**src/logic/bef_pkg.sv**
```systemverilog
// constants and carriers for the backlight event flag unit
// assumes one 40 MHz clock and a register port fed by the i2c engine

package bef_pkg;

    // ------------------------------------------------------------
    // timing
    // ------------------------------------------------------------
    localparam int unsigned CLK_HZ = 40_000_000;
    localparam int unsigned GAP_TIME_US = 50;
    // line drop on a clear with pending events, in clock cycles
    localparam int unsigned GAP_CYCLES =
        (GAP_TIME_US * CLK_HZ) / 1_000_000;
    localparam int GAP_CNT_W = 11;
    localparam logic [GAP_CNT_W-1:0] GAP_LOAD =
        GAP_CNT_W'(GAP_CYCLES - 1);

    // ------------------------------------------------------------
    // register map and field layout
    // ------------------------------------------------------------
    localparam logic [7:0] FLAGS_ADDR = 8'h02;
    localparam logic [7:0] MASK_ADDR = 8'h03;
    localparam int NUM_EVENTS = 6;
    localparam int SENSOR_A_BIT = 0;
    localparam int SENSOR_B_BIT = 1;
    localparam int OVERVOLTAGE_BIT = 2;
    localparam int OVERTEMP_BIT = 3;
    localparam int SHORT_FAULT_BIT = 4;
    localparam int FADE_DONE_BIT = 5;
    localparam logic [5:0] FLAGS_RESET = 6'h00;
    localparam logic [5:0] MASK_RESET = 6'h00;
    localparam logic [1:0] RESERVED_READ = 2'h0;
    localparam logic [7:0] UNMAPPED_READ = 8'h00;

    // ------------------------------------------------------------
    // carriers
    // ------------------------------------------------------------
    // event strobes, bit order equals the flag register layout
    typedef struct packed {
        logic fade_done;
        logic short_fault;
        logic overtemp;
        logic overvoltage;
        logic sensor_b_trip;
        logic sensor_a_trip;
    } bef_evt_type;

    // one register access from the serial front end
    typedef struct packed {
        logic wr;
        logic rd;
        logic [7:0] addr;
        logic [7:0] wdata;
    } bef_req_type;

    typedef enum logic [2:0] {
        IRQ_IDLE = 3'b001,
        IRQ_ON = 3'b010,
        IRQ_GAP = 3'b100
    } bef_irq_state_type;

    // widen a six bit register to a byte, reserved bits as zero
    function automatic logic [7:0] bef_to_byte(input logic [5:0] v);
        bef_to_byte = {RESERVED_READ, v};
    endfunction

endpackage

```
**src/logic/bef_flag_unit.sv**
```systemverilog
// event flag latch and interrupt line of the backlight driver
// assumes event strobes and register port are synchronous to SYS_CLK;
// the i2c engine decodes the serial frame and hands over one access

// Functional notes
// [RL1] Fade-done flag bit 5 sets when a fade profile finishes.
// [RL2] Every completed fade-out, dimming end included, sets fade-done.
// [RL3] Short or overload on pump output or sinks sets bit 4.
// [RL4] Thermal shutdown sets bit 3.
// [RL5] Pump output above overvoltage threshold sets bit 2.
// [RL6] Second light sensor comparator trip sets bit 1.
// [RL7] Main light sensor comparator trip sets bit 0.
// [RL8] A flag clears only when software writes one to its bit.
// [RL9] Writing zero or reading the flag register changes no flag.
// [RL10] Fade-done enable bit 5 lets fade completions raise the interrupt.
// [RL11] Short flag raises interrupt only while enable bit 4 is set.
// [RL12] Thermal flag raises interrupt only while enable bit 3 is set.
// [RL13] Overvoltage flag raises interrupt only while enable bit 2 set.
// [RL14] Second sensor flag interrupts only with enable bit 1 set.
// [RL15] Main sensor flag interrupts only with enable bit 0 set.
// [RL16] Cleared enables mask the interrupt; flags still set and read.
// [RL17] Mode one: clear with pending events drops line 50 us, reasserts.
// [RL18] Mode zero: clear with pending events keeps the line asserted.
// [RL19] Interrupt asserts when any flag and its enable are set.
module bef_flag_unit
    import bef_pkg::*;
(
    // clock and reset
    input wire logic SYS_CLK,
    input wire logic RST_N,
    // event strobes from the protection, fader and comparators
    input wire bef_evt_type EVT,
    // register access from the i2c engine
    input wire bef_req_type REQ,
    output logic [7:0] RDATA,
    output logic RDATA_VALID,
    // interrupt configuration bit held in the mode register
    input wire logic REARM_PULSE_MODE,
    // host interrupt line, low while asserted
    output logic IRQ_N
);

    logic [5:0] flags_reg;
    logic [5:0] flags_next;
    logic [5:0] mask_reg;
    logic [5:0] mask_next;
    logic [5:0] evt_bits;
    logic [5:0] clear_bits;
    logic flags_wr;
    logic mask_wr;
    logic clear_try;
    logic pending;
    logic pending_after;
    logic [7:0] rdata_reg;
    logic [7:0] rdata_next;
    logic rvalid_reg;
    logic rvalid_next;
    bef_irq_state_type state_reg;
    bef_irq_state_type state_next;
    logic irq_n_reg;
    logic irq_n_next;
    logic gap_start;
    logic gap_done;

    // ------------------------------------------------------------
    // access decode
    // ------------------------------------------------------------
    assign evt_bits = EVT;
    assign flags_wr = REQ.wr && (REQ.addr == FLAGS_ADDR);
    assign mask_wr = REQ.wr && (REQ.addr == MASK_ADDR);
    // only ones in the written byte clear anything
    assign clear_bits = flags_wr ? REQ.wdata[5:0] : 6'h00;
    assign clear_try = flags_wr && (clear_bits != 6'h00);

    // ------------------------------------------------------------
    // flags and enables
    // ------------------------------------------------------------
    // set beats clear so an event in the clearing cycle survives
    always_comb
    begin
        flags_next = (flags_reg & ~clear_bits) // see [RL8] see [RL9]
            | evt_bits; // see [RL1] see [RL2] see [RL3] see [RL4]
        // bits 2..0 are set the same way: see [RL5] see [RL6] see [RL7]
        // masking never gates a flag's own setting, see [RL16]
        mask_next = mask_reg;
        if (mask_wr)
        begin
            mask_next = REQ.wdata[5:0];
        end
    end

    always_ff @(posedge SYS_CLK or negedge RST_N)
    begin
        if (!RST_N)
        begin
            flags_reg <= FLAGS_RESET;
            mask_reg <= MASK_RESET;
        end
        else
        begin
            flags_reg <= flags_next;
            mask_reg <= mask_next;
        end
    end

    // ------------------------------------------------------------
    // read path
    // ------------------------------------------------------------
    // reads return state only; they never touch the flags
    always_comb
    begin
        rdata_next = rdata_reg;
        rvalid_next = REQ.rd;
        if (REQ.rd)
        begin
            unique case (REQ.addr)
                FLAGS_ADDR: rdata_next = bef_to_byte(flags_reg); // see [RL9]
                MASK_ADDR: rdata_next = bef_to_byte(mask_reg); // see [RL19]
                default: rdata_next = UNMAPPED_READ;
            endcase
        end
    end

    always_ff @(posedge SYS_CLK or negedge RST_N)
    begin
        if (!RST_N)
        begin
            rdata_reg <= UNMAPPED_READ;
            rvalid_reg <= 1'b0;
        end
        else
        begin
            rdata_reg <= rdata_next;
            rvalid_reg <= rvalid_next;
        end
    end

    assign RDATA = rdata_reg;
    assign RDATA_VALID = rvalid_reg;

    // ------------------------------------------------------------
    // interrupt line
    // ------------------------------------------------------------
    // per-bit gating of each flag by its enable
    // see [RL10] see [RL11] see [RL12] see [RL13] see [RL14] see [RL15]
    assign pending = |(flags_reg & mask_reg); // see [RL19]
    // what stays pending once this cycle's clear has landed
    assign pending_after = |(flags_next & mask_next);
    assign gap_start = (state_reg == IRQ_ON) && clear_try
        && REARM_PULSE_MODE && pending_after;

    // state decides the line; gap state forces it high
    always_comb
    begin
        state_next = state_reg;
        unique case (state_reg)
            IRQ_IDLE:
            begin
                if (pending_after)
                    state_next = IRQ_ON;
            end
            IRQ_ON:
            begin
                if (!pending_after)
                    state_next = IRQ_IDLE;
                else if (gap_start)
                    state_next = IRQ_GAP; // see [RL17]
                else
                    state_next = IRQ_ON; // see [RL18]
            end
            IRQ_GAP:
            begin
                // events arriving during the gap wait for its end
                if (gap_done)
                    state_next = pending_after ? IRQ_ON : IRQ_IDLE;
            end
            default: state_next = IRQ_IDLE;
        endcase
        irq_n_next = (state_next != IRQ_ON);
    end

    always_ff @(posedge SYS_CLK or negedge RST_N)
    begin
        if (!RST_N)
        begin
            state_reg <= IRQ_IDLE;
            irq_n_reg <= 1'b1;
        end
        else
        begin
            state_reg <= state_next;
            irq_n_reg <= irq_n_next;
        end
    end

    assign IRQ_N = irq_n_reg;

    // timer for the line drop; a 2000 cycle count sits in its own module
    bef_gap_timer bef_gap_timer_inst (
        .clk(SYS_CLK),
        .rst_n(RST_N),
        .start(gap_start),
        .done(gap_done)
    );
endmodule

```
**src/logic/bef_gap_timer.sv**
```systemverilog
// one-shot timer for the interrupt line drop
// assumes start is a one-cycle pulse; restarts are ignored while busy

module bef_gap_timer
    import bef_pkg::*;
(
    // clock and reset
    input wire logic clk,
    input wire logic rst_n,
    // control
    input wire logic start,
    output logic done
);

    logic [GAP_CNT_W-1:0] cnt_reg;
    logic [GAP_CNT_W-1:0] cnt_next;
    logic busy_reg;
    logic busy_next;
    int unsigned len_reg;

    // ------------------------------------------------------------
    // countdown
    // ------------------------------------------------------------
    // done is high in the last busy cycle
    assign done = busy_reg && (cnt_reg == '0);

    always_comb
    begin
        cnt_next = cnt_reg;
        busy_next = busy_reg;
        if (start && !busy_reg)
        begin
            cnt_next = GAP_LOAD;
            busy_next = 1'b1;
        end
        else if (done)
        begin
            busy_next = 1'b0;
        end
        else if (busy_reg)
        begin
            cnt_next = cnt_reg - 1'b1;
        end
    end

    always_ff @(posedge clk or negedge rst_n)
    begin
        if (!rst_n)
        begin
            cnt_reg <= '0;
            busy_reg <= 1'b0;
        end
        else
        begin
            cnt_reg <= cnt_next;
            busy_reg <= busy_next;
        end
    end

    // ------------------------------------------------------------
    // checks
    // ------------------------------------------------------------
    // helper: cycles spent busy so far
    always_ff @(posedge clk or negedge rst_n)
    begin
        if (!rst_n)
            len_reg <= 0;
        else if (!busy_reg)
            len_reg <= 0;
        else
            len_reg <= len_reg + 1;
    end
endmodule

```
**config.mk**
```make
export PLATFORM = sky130hd
export DESIGN_NAME = bef_flag_unit
export DESIGN_NICKNAME = d
export VERILOG_FILES = /design/src/logic/bef_pkg.sv /design/src/logic/bef_flag_unit.sv /design/src/logic/bef_gap_timer.sv
export SDC_FILE = /design/constraint.sdc
export NUM_CORES = 1
export LEC_CHECK = 0
export BUFFER_PORTS_ARGS = -buffer_cell sky130_fd_sc_hd__buf_2
export CORE_ASPECT_RATIO = 0.8
export CORE_MARGIN = 4
export CORE_UTILIZATION = 59
export DETAILED_ROUTE_END_ITERATION = 6
export PLACE_DENSITY = 0.95
export RECOVER_POWER = 100
export SETUP_SLACK_MARGIN = 0.5
export SYNTH_ARGS = -nofsm -noshare
export SYNTH_HDL_FRONTEND = slang
export SYNTH_SLANG_ARGS = --single-unit
```
**constraint.sdc**
```tcl
create_clock -name SYS_CLK -period 4.6 [get_ports SYS_CLK]
set_input_delay 1.15 -clock SYS_CLK [delete_from_list [all_inputs] [get_ports SYS_CLK]]
set_output_delay 1.15 -clock SYS_CLK [all_outputs]
set_load 0.01 [all_outputs]
```
==> metrics.cfg, run 1 <==
[clock_network]
cts-htree-levels = 2
root_buffer = clkbuf_8
clkTransAtPathRegs_ns = 0.07
cts_made_buffers = 5
clock_latency_ns = 0.28
cts_setup_buffers = 0
clockBufferDepth = 2
hold_buffers = 0
cts_sinks = 35
ctsResizeCount = 0
cts_tree = done

[timing]
setup_viol = 0
rsz0062_at_grt = false
tightest_slew_ns = 1.873
final.setup.worst_slack_ns = 1.049
tns_ns = 0
fmax_ghz = 0.2816
min_period_over_period_pct = 77.20
final_hold_viol_count = 0
slew_headroom_pct = -24.84
slew_violations = 36
clock-skew-final_ns = 0.01155
min_period_ns = 3.551

[die]
die_y_microns = 58.65
rows = 18
design.core.area_sq_um = 3085
die_area_sq_um = 4182
start_util_pct = 61.31
die_width_microns = 71.31
io_pins = 37

[pwr]
total_power_uw = 651.8
powerDensity_nw_per_um2 = 306.1
p_leak_nw = 0.8605
ir_drop_mv = 0.2196

[synthesis]
synth.distinct_cells = 49
ys_warn_count = 0
synth_flop_cell = dfrtp_1
async_flop_share_pct = 100.0
syn_avg_cell_area_sq_um = 9.905
synth_area_sq_um = 1892
synth-edff-count = 0
syn_inst = 191
ys_ff_latch = 35
ys_seq_area_share_pct = 46.43

[final_layout]
drive_gt1_share_pct = 16.96
instances_no_fill = 264
fill_cells = 238
insertedDiodeCount = 0
multi_input_area_sq_um = 917.1
nets = 251
synthToLayoutAreaGrowth_pct = 12.57
largest_reg_flops = 11
seq_area_sq_um = 878.3
utilization_pct = 69.02

[grt]
overflow = 0
grt_pass1_wl_mm = 7.058
grt_antenna_before_repair = 0
grt_pass1_vias = 1508
grt_max_degree = 36
grt_use_total_pct = 21.98

[route]
routed_wirelength_mm = 4.265
drc = 0
drt.antenna.violating_nets = 0
vias = 1621
drt_iter0_markers = 119
drtPass1Iterations = 4
viasPerCell = 6.140
wl_per_cell_microns = 16.16

[critical_path]
path_max_fanout = 12
reg2reg_depth = 7
path_class = in -> reg
start_kind = input pin
worstPathRequired_ns = 4.68
critPathArrivalTime_ns = 3.63
worstSetupEndpointType = register

[placed_design]
hpwlAfterDp_mm = 2.953
globalplace.congestion = 0.8877
port_buffers = 32
pre_cts_ws_ns = 1.204
placed_cells = 256

[flow_run]
drv_cap = 1

[min_path]
hp-class = reg -> reg
holdPathStages = 2

[outcome]
status = finished, violations left
violations = max-capacitance violations, max-slew violations

[critical path, stage by stage]
cell and delay, ns:
clkbuf_1 0.09, or4_4 0.62, o31ai_1 0.38, a21oi_1 0.13
o21ai_0 1.03, o2111ai_1 0.24
[stage by stage]
step                      area, sq um  hold slack, ns
after floorplan                  1896          0.4794
final                            2130          0.5217
after CTS                        2165          0.5219
after detailed placement         2064          0.5044
after global routing             2130          0.5425
after global placement           2064          0.4956
[final cells by class]
| class | instances | share of cell area, % |
|---|---|---|
| clock buffers | 8 | 4.700 |
| multi-input cells | 139 | 43.07 |
| inverters | 8 | 1.410 |
| well taps | 40 | 2.350 |
| repair buffers | 34 | 7.227 |
| flip-flops and latches | 35 | 41.25 |
[logic make-up (layout without fill, tap and decap cells)]
logic type	after synthesis	in the layout	share of synthesized area (%)
AO/OA/AOI/OAI	46	46	19.84
XOR/XNOR	8	8	3.704
adder cells (fa/ha/maj)	1	1	0.6613
buffers and inverters	18	50	4.894
flip-flops	35	35	46.43
other	1	2	0.1982
AND/OR/NAND/NOR	82	82	24.27
[report_power, final]
part	leakage, nW	total (mW)	internal [mW]	switching [mW]
logic	0.417	0.0771	0.0310	0.0461
registers	0.392	0.333	0.325	0.00837
clock network	0.0515	0.242	0.137	0.105
total	0.860	0.652	0.492	0.159
[worst paths after layout]
path,slack [ns],end,from
max,1.05,bef_gap_timer_inst.cnt_reg[1],REQ[15]
min,0.52,RDATA[3],RDATA[3]
max reg2reg,2.18,bef_gap_timer_inst.cnt_reg[4],bef_gap_timer_inst.cnt_reg[0]
min reg2reg,0.52,RDATA[3],RDATA[3]
max in group asynchronous,2.15,bef_gap_timer_inst.busy_reg,RST_N
min in group asynchronous,1.38,bef_gap_timer_inst.cnt_reg[8],RST_N
[cell usage in the layout (no fill, tap or decap), types with 2 or more instances in the layout]
cell / netlist / layout
clkbuf_8: 0 / 7
or2_2: 2 / 2
nor4_1: 4 / 4
nor2_1: 19 / 19
a21oi_1: 10 / 10
nor2b_1: 10 / 10
or4_1: 1 / 2
dfrtp_1: 33 / 33
a21boi_1: 2 / 2
o21ai_0: 2 / 3
a22oi_1: 6 / 6
and2_1: 2 / 2
o31ai_1: 6 / 6
nand2_1: 10 / 10
nor4bb_1: 2 / 2
nand4_1: 6 / 6
dfstp_2: 2 / 2
a41oi_1: 4 / 4
conb_1: 1 / 2
o31ai_2: 2 / 2
nand3_1: 11 / 11
nor3_1: 4 / 4
and3_1: 2 / 2
xnor2_1: 7 / 7
inv_1: 8 / 8
a41o_1: 2 / 2
o41ai_2: 2 / 2
buf_2: 2 / 18
clkbuf_1: 4 / 16
[synth_stat cells, drive strengths merged (2+ instances only)]
cell type  instances  share of area [%]
a21boi             4                2.0
a21oi             10                2.6
a22oi              6                2.4
a41o               2                1.1
a41oi              4                1.9
and2               2               0.66
and3               2               0.66
buf                6                2.5
clkbuf             4               0.79
dfrtp             33                 44
dfstp              2                2.8
inv                8                1.6
nand2             10                2.0
nand3             11                2.9
nand4              6                2.0
nor2              19                3.8
nor2b             10                3.3
nor3               4                1.1
nor4               4                1.3
nor4bb             2                1.1
o21ai              3               0.79
o31ai              9                4.8
o41ai              2                1.7
or2                2               0.66
or4                3                1.6
xnor2              7                3.2
[per-layer routing]
layer | vias to the layer above | GRT usage (%) | part of all wire, % | wire, microns
met3 | 12 | 5.119 | 9.2 | 394
li1 | 766 | - | - | -
met5 | - | 0 | 0 | 0
met4 | 0 | 7.507 | 2.1 | 88
met1 | 762 | 30.03 | 42 | 1783
met2 | 81 | 34.82 | 47 | 1998
Power figures use the tool's default switching activity.
==> run 2, diff against run 1 <==
CORE_UTILIZATION = 54   (was 59)
PLACE_DENSITY = 0.89   (was 0.95)
clock period = 3.3 ns   (was 4.6 ns; I/O delays follow)
==> metrics.cfg, run 2 (same netlist as run 1, synthesis figures left out) <==
[outcome]
status = finished, violations left
violations = max-capacitance violations, max-slew violations

[final_layout]
fill_cells = 274  ; +15%
instances_no_fill = 266  ; +0.76%
nets = 253  ; +0.80%
seq_area_sq_um = 878.3  ; unchanged
layout_commonest_cell = dfrtp_1
insertedDiodeCount = 0  ; unchanged
synthToLayoutAreaGrowth_pct = 14.35
layout_common_cells = 33 x dfrtp_1, 19 x nor2_1, 19 x buf_2
drive_gt1_share_pct = 19.03  ; +2.1 points
multi_input_area_sq_um = 913.4  ; -0.41%
largest_reg_flops = 11  ; unchanged

[clock_network]
cts-htree-levels = 2  ; unchanged
hold_buffers = 0  ; unchanged
cts_sinks = 35  ; unchanged
clock_latency_ns = 0.29  ; about the same
clkTransAtPathRegs_ns = 0.07  ; about the same
clockBufferDepth = 2  ; unchanged
cts_tree = done
root_buffer = clkbuf_8
cts_setup_buffers = 0  ; unchanged
cts_made_buffers = 5  ; unchanged
ctsResizeCount = 0  ; unchanged

[pwr]
p_leak_nw = 0.8784  ; +2.1%
powerDensity_nw_per_um2 = 447.5  ; +46%
ir_drop_mv = 0.2664  ; +21%

[grt]
grt_antenna_before_repair = 0  ; unchanged
grt_pass1_vias = 1569  ; +4.0%
grt_pass1_wl_mm = 7.231  ; +2.5%
grt_use_total_pct = 21.42  ; -0.55 points
overflow = 0  ; unchanged
grt_max_degree = 36  ; unchanged

[route]
wl_per_cell_microns = 15.61  ; -3.4%
vias = 1608  ; -0.80%
routed_wirelength_mm = 4.153  ; -2.6%
drt_iter0_markers = 127  ; +6.7%
viasPerCell = 6.045  ; -1.5%
drtPass1Iterations = 4  ; unchanged
drt.antenna.violating_nets = 0  ; unchanged
drc = 0  ; unchanged

[critical_path]
critPathArrivalTime_ns = 3.01  ; -0.62 ns
worst-path-buf-inv = 2  ; +1
critical-path-top-delay-family = simple AND/OR/NAND/NOR gates
crit_slowest_cell = nor4_1
worstSetupEndpointType = register
r2r_slack_ns = 0.89  ; -1.29 ns
worstPathRequired_ns = 3.48  ; -1.20 ns
critPathMaxStageDelay_ns = 0.63  ; -0.40 ns
start_kind = input pin
path_class = in -> reg
path_cells = buf_2 -> nor4_1 -> buf_4 -> a41oi_1 -> a21boi_0 -> or4_1 -> o31a_1
path_max_fanout = 11  ; -1

[timing]
slew_headroom_pct = -19.56  ; +5.3 points
slew_violations = 36  ; unchanged
rsz0062_at_grt = false
tightest_slew_ns = 1.793  ; -0.07908 ns
fmax_ghz = 0.3524
final_hold_viol_count = 0  ; unchanged
min_period_ns = 2.838
tns_ns = 0  ; unchanged
setup_viol = 0  ; unchanged
min_period_over_period_pct = 85.99
clock-skew-final_ns = 0.01006  ; -0.001487 ns

[die]
die_width_microns = 74.18  ; +4.0%
rows = 18  ; unchanged
design.core.area_sq_um = 3221  ; +4.4%
die_area_sq_um = 4520  ; +8.1%
io_pins = 37  ; unchanged
start_util_pct = 58.74  ; -2.6 points
die_y_microns = 60.94  ; +3.9%

[flow_run]
drv_cap = 1  ; unchanged

[placed_design]
hpwlAfterDp_mm = 3.008  ; +1.9%
port_buffers = 32  ; unchanged
placed_cells = 258  ; +0.78%
globalplace.congestion = 0.9067  ; +2.1%

[min_path]
hp-class = reg -> reg

-- run 2: area by class of cell --
class                           instances  area share (%)
Clock inverter                          2           1.619
Sequential cell                        35           40.60
Clock buffer                            6           3.817
Inverter                                8           1.388
Multi-Input combinational cell        139           42.22
Tap cell                               40           2.313
Timing Repair Buffer                   36           8.039
-- run 2: routing by layer --
| layer | up-vias | track usage (%) | share of wire (%) |
|---|---|---|---|
| met3 | 8 | 4.967 | 8.9 |
| li1 | 768 | - | - |
| met2 | 71 | 32.32 | 43 |
| met4 | 0 | 8.269 | 1.3 |
| met1 | 761 | 30.13 | 47 |
| met5 | - | 0 | 0 |
-- run 2: through the flow --
step           hold WS [ns]  utilization (%)  instance area [sq um]  worst slack [ns]  power [mW]
3_5_place_dp         0.5084            64.57                   2079            0.3825      0.5840
3_3_place_gp         0.4962            64.57                   2079            0.4181      0.5811
5_1_grt              0.5446            67.17                   2163            0.4143       1.012
6_report             0.5225            67.17                   2163            0.4625      0.9680
2_1_floorplan        0.4794                -                   1896            0.5761      0.5394
4_1_cts              0.5260            68.22                   2197            0.6831      0.9853
-- run 2: report_power, final --
| part | leakage [nW] | total (mW) | internal [mW] | switching, mW |
|---|---|---|---|---|
| clock network | 0.0612 | 0.397 | 0.244 | 0.153 |
| registers | 0.392 | 0.463 | 0.453 | 0.0108 |
| logic | 0.425 | 0.107 | 0.0440 | 0.0631 |
-- run 2: final timing paths --
check,start,end,cells past startpoint
setup / recovery,REQ[14],state_reg[2],7
hold / removal,RDATA[3],RDATA[3],2
setup reg to reg,bef_gap_timer_inst.cnt_reg[0],bef_gap_timer_inst.cnt_reg[4],7
hold reg to reg,RDATA[3],RDATA[3],2
max in group asynchronous,RST_N,state_reg[1],1
min in group asynchronous,RST_N,flags_reg[4],1
-- run 2: worst min-delay path: cells and delay by family, from the launching register on --
kind	cells	cell delay [ns]
AOI/OAI and AO/OA	1	0.09
and+or+nand+nor	1	0.04
DFF	1	0.34
